$ cat config.mk
export PLATFORM = sky130hd
export DESIGN_NAME = smwc_stop_wake
export DESIGN_NICKNAME = d
export VERILOG_FILES = /design/src/common/smwc_pkg.sv /design/src/hw/smwc_stop_wake.sv
export SDC_FILE = /design/constraint.sdc
export NUM_CORES = 1
export LEC_CHECK = 0
export ABC_AREA = 1
export BUFFER_PORTS_ARGS = -buffer_cell sky130_fd_sc_hd__buf_4
export CAP_MARGIN = 20
export CORE_MARGIN = 5
export CORE_UTILIZATION = 30
export CTS_BUF_LIST = sky130_fd_sc_hd__clkbuf_16
export CTS_CLUSTER_SIZE = 24
export DETAILED_ROUTE_END_ITERATION = 10
export GPL_TIMING_DRIVEN = 0
export REMOVE_ABC_BUFFERS = 1
export SETUP_SLACK_MARGIN = 0.5
export SLEW_MARGIN = 20
export SYNTH_ARGS = -nofsm -noshare
export SYNTH_HDL_FRONTEND = slang
export SYNTH_SLANG_ARGS = --single-unit
$ cat constraint.sdc
create_clock -name clk_i -period 3 [get_ports clk_i]
set_input_delay 0.3 -clock clk_i [delete_from_list [all_inputs] [get_ports clk_i]]
set_output_delay 0.3 -clock clk_i [all_outputs]
set_load 0.1 [all_outputs]
$ cat src/common/smwc_pkg.sv
// Purpose: Constants for the deep stop wake controller
// Assumes: 200 MHz main clock, 8-bit register port
// Notes:   Offsets are word indices on the plain register port
package smwc_pkg;
   // ----------------------------------------------------------------
   // Register offsets
   // ----------------------------------------------------------------
   localparam logic [3:0] SMWC_OFF_PSAVE  = 4'h0;
   localparam logic [3:0] SMWC_OFF_MODE   = 4'h1;
   localparam logic [3:0] SMWC_OFF_STAB   = 4'h2;
   localparam logic [3:0] SMWC_OFF_CLKSEL = 4'h3;
   localparam logic [3:0] SMWC_OFF_STATUS = 4'h4;
   // ----------------------------------------------------------------
   // Field positions
   // ----------------------------------------------------------------
   localparam int SMWC_BIT_TRIGGER   = 1;
   localparam int SMWC_BIT_MASK_INT  = 4;
   localparam int SMWC_BIT_MASK_WDNM = 6;
   localparam int SMWC_BIT_MASK_PNMI = 7;
   localparam int SMWC_BIT_TMR_RDIV8 = 0;
   localparam int SMWC_BIT_WDT_RING  = 1;
   localparam int SMWC_BIT_SYNC_EXT  = 2;
   localparam int SMWC_BIT_ASYN_EXT  = 3;
   // ----------------------------------------------------------------
   // Reset values and encodings
   // ----------------------------------------------------------------
   localparam logic [7:0] SMWC_PSAVE_RST  = 8'h00;
   localparam logic [7:0] SMWC_PSAVE_WMSK = 8'hd2;
   localparam logic [7:0] SMWC_MODE_RST   = 8'h00;
   localparam logic [7:0] SMWC_MODE_WMSK  = 8'h03;
   localparam logic [7:0] SMWC_CLKSEL_RST = 8'h00;
   localparam logic [7:0] SMWC_CLKSEL_WMSK = 8'h0f;
   localparam logic [1:0] SMWC_MODE_STOP  = 2'h1;
   localparam logic [2:0] SMWC_STAB_RST   = 3'h4;
   localparam logic [2:0] SMWC_STAB_WMSK  = 3'h7;
   // Stabilisation wait is 2^(13 + select) ring clock cycles
   localparam int         SMWC_STAB_BASE_EXP = 13;
   localparam int         SMWC_CNT_W         = 21;
   localparam logic [2:0] SMWC_RDIV_MAX      = 3'h7;
   localparam int         SMWC_PRIO_W        = 3;
   localparam int         SMWC_VEC_W         = 3;
   localparam logic [2:0] SMWC_VEC_NMI_PIN   = 3'h0;
   localparam logic [2:0] SMWC_VEC_NMI_WDT   = 3'h1;
   localparam logic [2:0] SMWC_VEC_MASKABLE  = 3'h2;
   localparam int         SMWC_PORT_W        = 16;
   typedef enum logic [1:0]
   {
      SMWC_RUN,
      SMWC_STOP,
      SMWC_SETUP
   } smwc_state_e;
endpackage

$ cat src/hw/smwc_stop_wake.sv
// Purpose: Deep stop entry, wake, setup wait and clock gating
// Assumes: Ring clock enable pulse is synchronous to clk_i
// Notes:   Register data reads back one cycle after the read strobe
//
// Local design decisions: the plain strobed port and the address map.
`default_nettype none

// Functional notes
// - Any unmasked pin or watchdog NMI or maskable request wakes.
// - In a service routine a lower priority request only wakes.
// - In a service routine an NMI, or a higher priority request with interrupts enabled, is acknowledged.
// - An NMI wake waits the setup time then vectors to its handler.
// - A maskable wake waits setup, then vectors if enabled else resumes.
// - External reset in stop behaves exactly like a normal reset.
// - Interrupt controller only detects wakes; listed units halt.
// - Interval timer runs on ring/8, watchdog on undivided ring clock.
// - Serial channels run in stop only on their external clock.
// - Port pins hold their pre-stop state during stop.
// - CPU state and RAM are kept through stop and interrupt release.
// - Stop is entered by mode field 01 then setting the trigger bit.
// - Main oscillator stops and CPU and peripheral clocks cease.
// - Normal operation returns only after the selected wait elapses.
// - A source whose wake mask bit is 1 is ignored.
module smwc_stop_wake
(
   input  wire logic                   clk_i,
   input  wire logic                   reset_n_i,
   input  wire logic [3:0]             reg_addr_i,
   input  wire logic [7:0]             reg_wdata_i,
   input  wire logic                   reg_write_i,
   input  wire logic                   reg_read_i,
   output logic      [7:0]             reg_rdata_o,
   input  wire logic                   ring_tick_i,
   input  wire logic                   nmi_pin_req_i,
   input  wire logic                   nmi_wdt_req_i,
   input  wire logic                   mask_req_i,
   input  wire logic [2:0]             mask_req_prio_i,
   input  wire logic                   in_service_i,
   input  wire logic [2:0]             service_prio_i,
   input  wire logic                   interrupts_enabled_state_i,
   input  wire logic [15:0]            port_out_i,
   output logic      [15:0]            port_out_o,
   output logic                        main_osc_en_o,
   output logic                        ring_osc_en_o,
   output logic                        cpu_clk_en_o,
   output logic                        periph_clk_en_o,
   output logic                        intc_detect_only_o,
   output logic                        interval_timer_en_o,
   output logic                        watchdog_unit_en_o,
   output logic                        sync_serial_channel_en_o,
   output logic                        async_serial_channel_en_o,
   output logic                        resume_o,
   output logic                        vector_o,
   output logic      [2:0]             vector_id_o,
   output logic                        ack_o,
   output logic                        stopped_o
);

   smwc_pkg::smwc_state_e state_reg;
   logic [7:0]                    power_save_control_reg;
   logic [7:0]                    standby_mode_select_reg;
   logic [2:0]                    stabilization_time_select;
   logic [7:0]                    clksel_reg;
   logic [smwc_pkg::SMWC_CNT_W-1:0] stab_cnt_reg;
   logic [smwc_pkg::SMWC_CNT_W-1:0] stab_limit;
   logic [2:0]                    rdiv_reg;
   logic                          rdiv8_tick;
   logic                          pnmi_wake;
   logic                          wnmi_wake;
   logic                          mint_wake;
   logic                          any_wake;
   logic                          higher_prio;
   logic                          take_ack;
   logic                          wake_ack_reg;
   logic [2:0]                    wake_vec_reg;
   logic                          wake_nmi_reg;
   logic                          enter_stop;
   logic                          stop_done;
   logic                          in_stop;

   // ----------------------------------------------------------------
   // Wake decode
   // ----------------------------------------------------------------
   // Masked sources ignored
   assign pnmi_wake = nmi_pin_req_i &
      ~power_save_control_reg[smwc_pkg::SMWC_BIT_MASK_PNMI];
   assign wnmi_wake = nmi_wdt_req_i &
      ~power_save_control_reg[smwc_pkg::SMWC_BIT_MASK_WDNM];
   assign mint_wake = mask_req_i &
      ~power_save_control_reg[smwc_pkg::SMWC_BIT_MASK_INT];
   assign any_wake = pnmi_wake | wnmi_wake | mint_wake;
   assign higher_prio = ~in_service_i | (mask_req_prio_i < service_prio_i);
   assign take_ack = pnmi_wake | wnmi_wake |
      (mint_wake & interrupts_enabled_state_i & higher_prio);
   assign enter_stop = reg_write_i &
      (reg_addr_i == smwc_pkg::SMWC_OFF_PSAVE) &
      reg_wdata_i[smwc_pkg::SMWC_BIT_TRIGGER] &
      (standby_mode_select_reg[1:0] == smwc_pkg::SMWC_MODE_STOP) &
      (state_reg == smwc_pkg::SMWC_RUN);
   assign stab_limit = smwc_pkg::SMWC_CNT_W'(1) <<
      (smwc_pkg::SMWC_STAB_BASE_EXP + int'(stabilization_time_select));
   assign stop_done = (state_reg == smwc_pkg::SMWC_SETUP) & ring_tick_i &
      (stab_cnt_reg == stab_limit - smwc_pkg::SMWC_CNT_W'(1));
   assign in_stop = (state_reg != smwc_pkg::SMWC_RUN);
   assign rdiv8_tick = ring_tick_i & (rdiv_reg == smwc_pkg::SMWC_RDIV_MAX);

   // ----------------------------------------------------------------
   // Sequencer
   // ----------------------------------------------------------------
   // Reset restarts sequence
   always_ff @(posedge clk_i or negedge reset_n_i)
   begin
      if (!reset_n_i)
      begin
         state_reg <= smwc_pkg::SMWC_RUN;
      end
      else
      begin
         case (state_reg)
            smwc_pkg::SMWC_RUN:
            begin
               if (enter_stop)
               begin
                  state_reg <= smwc_pkg::SMWC_STOP;
               end
            end
            smwc_pkg::SMWC_STOP:
            begin
               if (any_wake)
               begin
                  state_reg <= smwc_pkg::SMWC_SETUP;
               end
            end
            smwc_pkg::SMWC_SETUP:
            begin
               if (stop_done)
               begin
                  state_reg <= smwc_pkg::SMWC_RUN;
               end
            end
            default:
            begin
               state_reg <= smwc_pkg::SMWC_RUN;
            end
         endcase
      end
   end

   always_ff @(posedge clk_i or negedge reset_n_i)
   begin
      if (!reset_n_i)
      begin
         stab_cnt_reg <= '0;
      end
      else if (state_reg != smwc_pkg::SMWC_SETUP)
      begin
         stab_cnt_reg <= '0;
      end
      else if (ring_tick_i)
      begin
         stab_cnt_reg <= stab_cnt_reg + smwc_pkg::SMWC_CNT_W'(1);
      end
   end

   always_ff @(posedge clk_i or negedge reset_n_i)
   begin
      if (!reset_n_i)
      begin
         rdiv_reg <= '0;
      end
      else if (ring_tick_i)
      begin
         rdiv_reg <= rdiv_reg + 3'h1;
      end
   end

   always_ff @(posedge clk_i or negedge reset_n_i)
   begin
      if (!reset_n_i)
      begin
         wake_ack_reg <= 1'b0;
         wake_nmi_reg <= 1'b0;
         wake_vec_reg <= smwc_pkg::SMWC_VEC_NMI_PIN;
      end
      else if ((state_reg == smwc_pkg::SMWC_STOP) && any_wake)
      begin
         wake_ack_reg <= take_ack;
         wake_nmi_reg <= pnmi_wake | wnmi_wake;
         wake_vec_reg <= pnmi_wake ? smwc_pkg::SMWC_VEC_NMI_PIN :
                         wnmi_wake ? smwc_pkg::SMWC_VEC_NMI_WDT :
                                     smwc_pkg::SMWC_VEC_MASKABLE;
      end
   end

   always_ff @(posedge clk_i or negedge reset_n_i)
   begin
      if (!reset_n_i)
      begin
         resume_o    <= 1'b0;
         vector_o    <= 1'b0;
         ack_o       <= 1'b0;
         vector_id_o <= smwc_pkg::SMWC_VEC_NMI_PIN;
      end
      else
      begin
         resume_o    <= stop_done;
         vector_o    <= stop_done & wake_ack_reg;
         ack_o       <= stop_done & wake_ack_reg;
         vector_id_o <= wake_vec_reg;
      end
   end

   always_ff @(posedge clk_i or negedge reset_n_i)
   begin
      if (!reset_n_i)
      begin
         port_out_o <= '0;
      end
      else if (!in_stop)
      begin
         port_out_o <= port_out_i;
      end
   end

   // ----------------------------------------------------------------
   // Clock gating
   // ----------------------------------------------------------------
   // Main clocks cease
   assign main_osc_en_o   = ~in_stop;
   assign cpu_clk_en_o    = ~in_stop;
   assign periph_clk_en_o = ~in_stop;
   assign stopped_o       = in_stop;
   assign intc_detect_only_o = in_stop;
   assign ring_osc_en_o = 1'b1;
   assign interval_timer_en_o = ~in_stop ? 1'b1 :
      clksel_reg[smwc_pkg::SMWC_BIT_TMR_RDIV8] & rdiv8_tick;
   assign watchdog_unit_en_o = ~in_stop ? 1'b1 :
      clksel_reg[smwc_pkg::SMWC_BIT_WDT_RING] & ring_tick_i;
   assign sync_serial_channel_en_o = ~in_stop |
      clksel_reg[smwc_pkg::SMWC_BIT_SYNC_EXT];
   assign async_serial_channel_en_o = ~in_stop |
      clksel_reg[smwc_pkg::SMWC_BIT_ASYN_EXT];

   // ----------------------------------------------------------------
   // Register port
   // ----------------------------------------------------------------
   always_ff @(posedge clk_i or negedge reset_n_i)
   begin
      if (!reset_n_i)
      begin
         power_save_control_reg    <= smwc_pkg::SMWC_PSAVE_RST;
         standby_mode_select_reg   <= smwc_pkg::SMWC_MODE_RST;
         stabilization_time_select <= smwc_pkg::SMWC_STAB_RST;
         clksel_reg                <= smwc_pkg::SMWC_CLKSEL_RST;
      end
      else
      begin
         if (stop_done)
         begin
            power_save_control_reg[smwc_pkg::SMWC_BIT_TRIGGER] <= 1'b0;
         end
         else if (reg_write_i && !in_stop)
         begin
            case (reg_addr_i)
               smwc_pkg::SMWC_OFF_PSAVE:
                  power_save_control_reg <=
                     reg_wdata_i & smwc_pkg::SMWC_PSAVE_WMSK;
               smwc_pkg::SMWC_OFF_MODE:
                  standby_mode_select_reg <=
                     reg_wdata_i & smwc_pkg::SMWC_MODE_WMSK;
               smwc_pkg::SMWC_OFF_STAB:
                  stabilization_time_select <=
                     reg_wdata_i[2:0] & smwc_pkg::SMWC_STAB_WMSK;
               smwc_pkg::SMWC_OFF_CLKSEL:
                  clksel_reg <= reg_wdata_i & smwc_pkg::SMWC_CLKSEL_WMSK;
               default:
                  clksel_reg <= clksel_reg;
            endcase
         end
      end
   end

   always_ff @(posedge clk_i or negedge reset_n_i)
   begin
      if (!reset_n_i)
      begin
         reg_rdata_o <= '0;
      end
      else if (reg_read_i)
      begin
         case (reg_addr_i)
            smwc_pkg::SMWC_OFF_PSAVE:  reg_rdata_o <= power_save_control_reg;
            smwc_pkg::SMWC_OFF_MODE:   reg_rdata_o <= standby_mode_select_reg;
            smwc_pkg::SMWC_OFF_STAB:
               reg_rdata_o <= {5'h00, stabilization_time_select};
            smwc_pkg::SMWC_OFF_CLKSEL: reg_rdata_o <= clksel_reg;
            smwc_pkg::SMWC_OFF_STATUS:
               reg_rdata_o <= {6'h00, state_reg};
            default:                   reg_rdata_o <= 8'h00;
         endcase
      end
      else
      begin
         reg_rdata_o <= '0;
      end
   end
endmodule

`default_nettype wire

==> results_dict.tcl <==
set metrics [dict create \
    number_of_antenna_violations_at_the_first_check_in_global_routing 0 \
    dp_hpwl_mm 7.50 \
    std_cell_rows 42 \
    reg2reg_setup_slack_ns 0.71 \
    layout.area.seq_um2 1730 \
    num_vias 3660 \
    fillerInstances 1355 \
    outcome "complete, no violations" \
    worst_ep_required_time_ns 3.22 \
    grt_overflow_total 0 \
    dieArea_um2 15800 \
    largest_register_ff_count 21 \
    max-clock-path-buffers 2 \
    cts_root_buf "sky130_fd_sc_hd__clkbuf_16" \
    worst-r2r-cell-count 15 \
    hold_viol_final 0 \
    drive_gt1_share_pct 27.2 \
    p_sw_share_pct 26.1 \
    clock.fmax_mhz 436 \
    min_path_type "in2async" \
    gp_congestion 0.830 \
    drt-total-wl_mm 10.3 \
    path_max_fanout 10 \
    clkTransAtPathRegs_ns 0.06 \
    pwr-share-seq_pct 44.4 \
    drtIter0Drc 166 \
    tritoncts_clock_tree "yes" \
    syn2layout_area_growth_pct 28.1 \
    timing_max_transition_violations_final 0 \
    cp_data_arrival_time_ns 2.51 \
    synth_top_cell_area_share_pct 42.4 \
    floorplan.die.width_um 126 \
    cts_sinks 69 \
    ys_warn_count 0 \
    timing.rr.end "state_reg[1]$_DFFE_PN0P_" \
    multi_input_gate_area_in_the_final_layout_um2 1950 \
    slew_headroom_pct 42.3 \
    finish.net_count 657 \
    final.setup_skew_ns 0.00729 \
    placed_area_um2 4700 \
    post_detailed_route_wirelength_per_cell_um 13.2 \
    synth.avg_cell_area_um2 7.71 \
    first_global_vias 3506 \
    clock_tree.htree_level_count 3 \
    critPathKind "reg2reg" \
    cell_area_after_synthesis_um2 4010 \
    yosysTopAreaCell "sky130_fd_sc_hd__dfrtp_1" \
    finalCriticalPeriod_ns 2.29 \
    cts_bufs_inserted 9 \
    drtPass1Iterations 4 \
    crit_path_end_kind "flip-flop" \
    seq_area_frac_synth_pct 43.1 \
    die_height_um 126 \
    placedCellCount 758 \
    leak_pwr_uw 0.00253 \
    yosys_register_bits 69 \
    p_int_uw 1740 \
    final_util_pct 38.9 \
    power.net_switching_uw 615 \
    synth_top_cells_by_area "sky130_fd_sc_hd__dfrtp_1 (42%), sky130_fd_sc_hd__nand2_1 (14%), sky130_fd_sc_hd__inv_1 (5.6%), sky130_fd_sc_hd__nor2_1 (4.1%), sky130_fd_sc_hd__o21ai_0 (3.5%)" \
    design_area_um2 5130 \
    detail_route.vias_per_cell 4.66 \
    total_drc_errors_in_the_routed_layout 0 \
    netlist_instances 520 \
    dp_slack_ns 0.217 \
    first_pass_grt_wire_length_mm 17.1 \
    clock_latency_ns 0.34 \
    layout_worst_path_cycle_share_pct 76.4 \
    pwr-share-comb_pct 10.3 \
    core_region_area_um2 13200 \
    initial_core_util_pct 30.4 \
    numPortBuffers 79 \
    drv.max_cap_violation_count 0 \
    grt_util_all_layers_pct 13.2 \
    reg_to_reg_critical_path_startpoint "stabilization_time_select[2]$_DFFE_PN1P_" \
    io-pin-count 84 \
    largest_net_degree_at_the_start_of_global_routing 70 \
    setup.worst_path.start_class "flip-flop" \
    ant_nets 0 \
    worst_pin_slew_ns 0.865 \
    finalSetupViolations 0 \
    powerDensity_nw_per_um2 458 \
    rsz0062_at_grt "no" \
    synth_cell_type_count 46 \
    finalNonFillerCells 786 \
    layout_setup_ws_ns 0.708 \
    n_antenna_cell 0 \
    report.power.total_uw 2350 \
    pwr-share-clk_pct 45.3 \
    worst_ir_drop_vdd_mv 0.237 \
]
power groups by stage:
stage	logic (uW)	registers, uW	clock network, uW
5_1_grt	273	1060	1140
6_report	242	1050	1070
3_5_place_dp	246	1060	0
4_1_cts	247	1040	1100
3_3_place_gp	236	1060	0
2_1_floorplan	142	1060	0
cells in the final DEF, fill, tap and decap left out, types with 7 or more instances in the layout:
master / Yosys / layout
sky130_fd_sc_hd__a21oi_1: 20 / 20
sky130_fd_sc_hd__nor2_2: 17 / 16
sky130_fd_sc_hd__buf_4: 9 / 89
sky130_fd_sc_hd__xor2_1: 7 / 7
sky130_fd_sc_hd__nand2_1: 146 / 146
sky130_fd_sc_hd__nand2_2: 10 / 10
sky130_fd_sc_hd__clkbuf_16: 0 / 9
sky130_fd_sc_hd__nand3_1: 22 / 22
sky130_fd_sc_hd__o21ai_0: 28 / 28
sky130_fd_sc_hd__dfrtp_1: 68 / 66
sky130_fd_sc_hd__inv_1: 60 / 59
sky130_fd_sc_hd__nand4_1: 11 / 11
sky130_fd_sc_hd__nor2_1: 44 / 43
sky130_fd_sc_hd__nor3_1: 13 / 13
timing repair:
action,in CTS,in global routing
cloned,2,0
setup endpoints to repair,9,5
buffers inserted,1,9
pin swaps,1,2
gates resized for setup,6,4
hold buffers,0,0
how the worst max path moves through the flow:
stage | startpoint | end | cells past startpoint
floorplan | state_reg[1]$_DFFE_PN0P_ | watchdog_unit_en_o | 3
global placement | state_reg[1]$_DFFE_PN0P_ | watchdog_unit_en_o | 4
detailed placement | stabilization_time_select[0]$_DFFE_PN0P_ | state_reg[1]$_DFFE_PN0P_ | 15
CTS | state_reg[0]$_DFFE_PN0P_ | watchdog_unit_en_o | 4
global route | stabilization_time_select[2]$_DFFE_PN1P_ | power_save_control_reg[1]$_DFFE_PN0P_ | 15
finish | stabilization_time_select[2]$_DFFE_PN1P_ | state_reg[1]$_DFFE_PN0P_ | 15
cell usage after synthesis, drive strengths merged:
| cell | instances |
|---|---|
| nand2 | 159 |
| dfrtp | 68 |
| inv | 67 |
| nor2 | 64 |
| o21ai | 28 |
| nand3 | 27 |
| a21oi | 20 |
| nor3 | 14 |
| buf | 13 |
| nand4 | 12 |
| ha | 8 |
| xor2 | 7 |
| clkbuf | 5 |
| o21a | 4 |
| o211ai | 3 |
| a221oi | 2 |
| a31oi | 2 |
| conb | 2 |
| nand3b | 2 |
| o21bai | 2 |
| a211oi | 1 |
| a22oi | 1 |
| clkinv | 1 |
| dfstp | 1 |
| nor3b | 1 |
| nor4 | 1 |
| nor4b | 1 |
| o221a | 1 |
| o22ai | 1 |
| o31ai | 1 |
| or2 | 1 |
worst max-delay path, cell delays in order, from the launching register on:
cell	delay (ns)
sky130_fd_sc_hd__dfstp_2	0.55
sky130_fd_sc_hd__inv_2	0.09
sky130_fd_sc_hd__ha_4	0.38
sky130_fd_sc_hd__nand3_2	0.13
sky130_fd_sc_hd__nor2_2	0.11
sky130_fd_sc_hd__nand2_2	0.07
sky130_fd_sc_hd__nand2_2	0.10
sky130_fd_sc_hd__nor2_4	0.05
sky130_fd_sc_hd__nand2_2	0.09
sky130_fd_sc_hd__nand2_1	0.06
sky130_fd_sc_hd__nand2_1	0.09
sky130_fd_sc_hd__nand2_1	0.06
sky130_fd_sc_hd__nor2_2	0.11
sky130_fd_sc_hd__nand2_2	0.09
sky130_fd_sc_hd__o21bai_2	0.11
sky130_fd_sc_hd__nand2_1	0.07
layout make-up:
cell class	instances	share of cell area, %
clock buffers	9	4.39
clock inverters	7	1.41
inverters	68	5.09
multi-input cells	367	38.0
flip-flops and latches	69	33.7
well taps	176	4.29
repair buffers	89	13.0
repair inverters	1	0.0975
metrics by stage:
stage               hold slack, ns  setup TNS [ns]
finish                      0.0704               0
global route                 0.142               0
CTS                          0.107               0
detailed placement           0.367               0
global placement             0.365         -0.0768
floorplan                  0.00441         -167.38
cells by family (layout without fill, tap and decap cells):
logic type	Yosys count	after routing	synth area share, %
and+or+nand+nor	282	283	33.5
buffers and inverters	86	174	9.55
DFF	69	69	43.1
AOI/OAI and AO/OA	66	66	9.64
adders and majority gates	8	8	2.50
xor gates and xnor gates	7	7	1.53
other	2	3	0.187
routing by layer:
layer  global-route usage [%]  vias to the layer above  part of all wire [%]
li1                         -                     1822                     -
met1                     17.8                     1756                    48
met5                        0                        -                     0
met2                     20.7                       71                    46
met4                     4.66                        0                   1.3
met3                     3.07                       11                   4.2
Note: power is estimated with default switching activity, not from simulation.
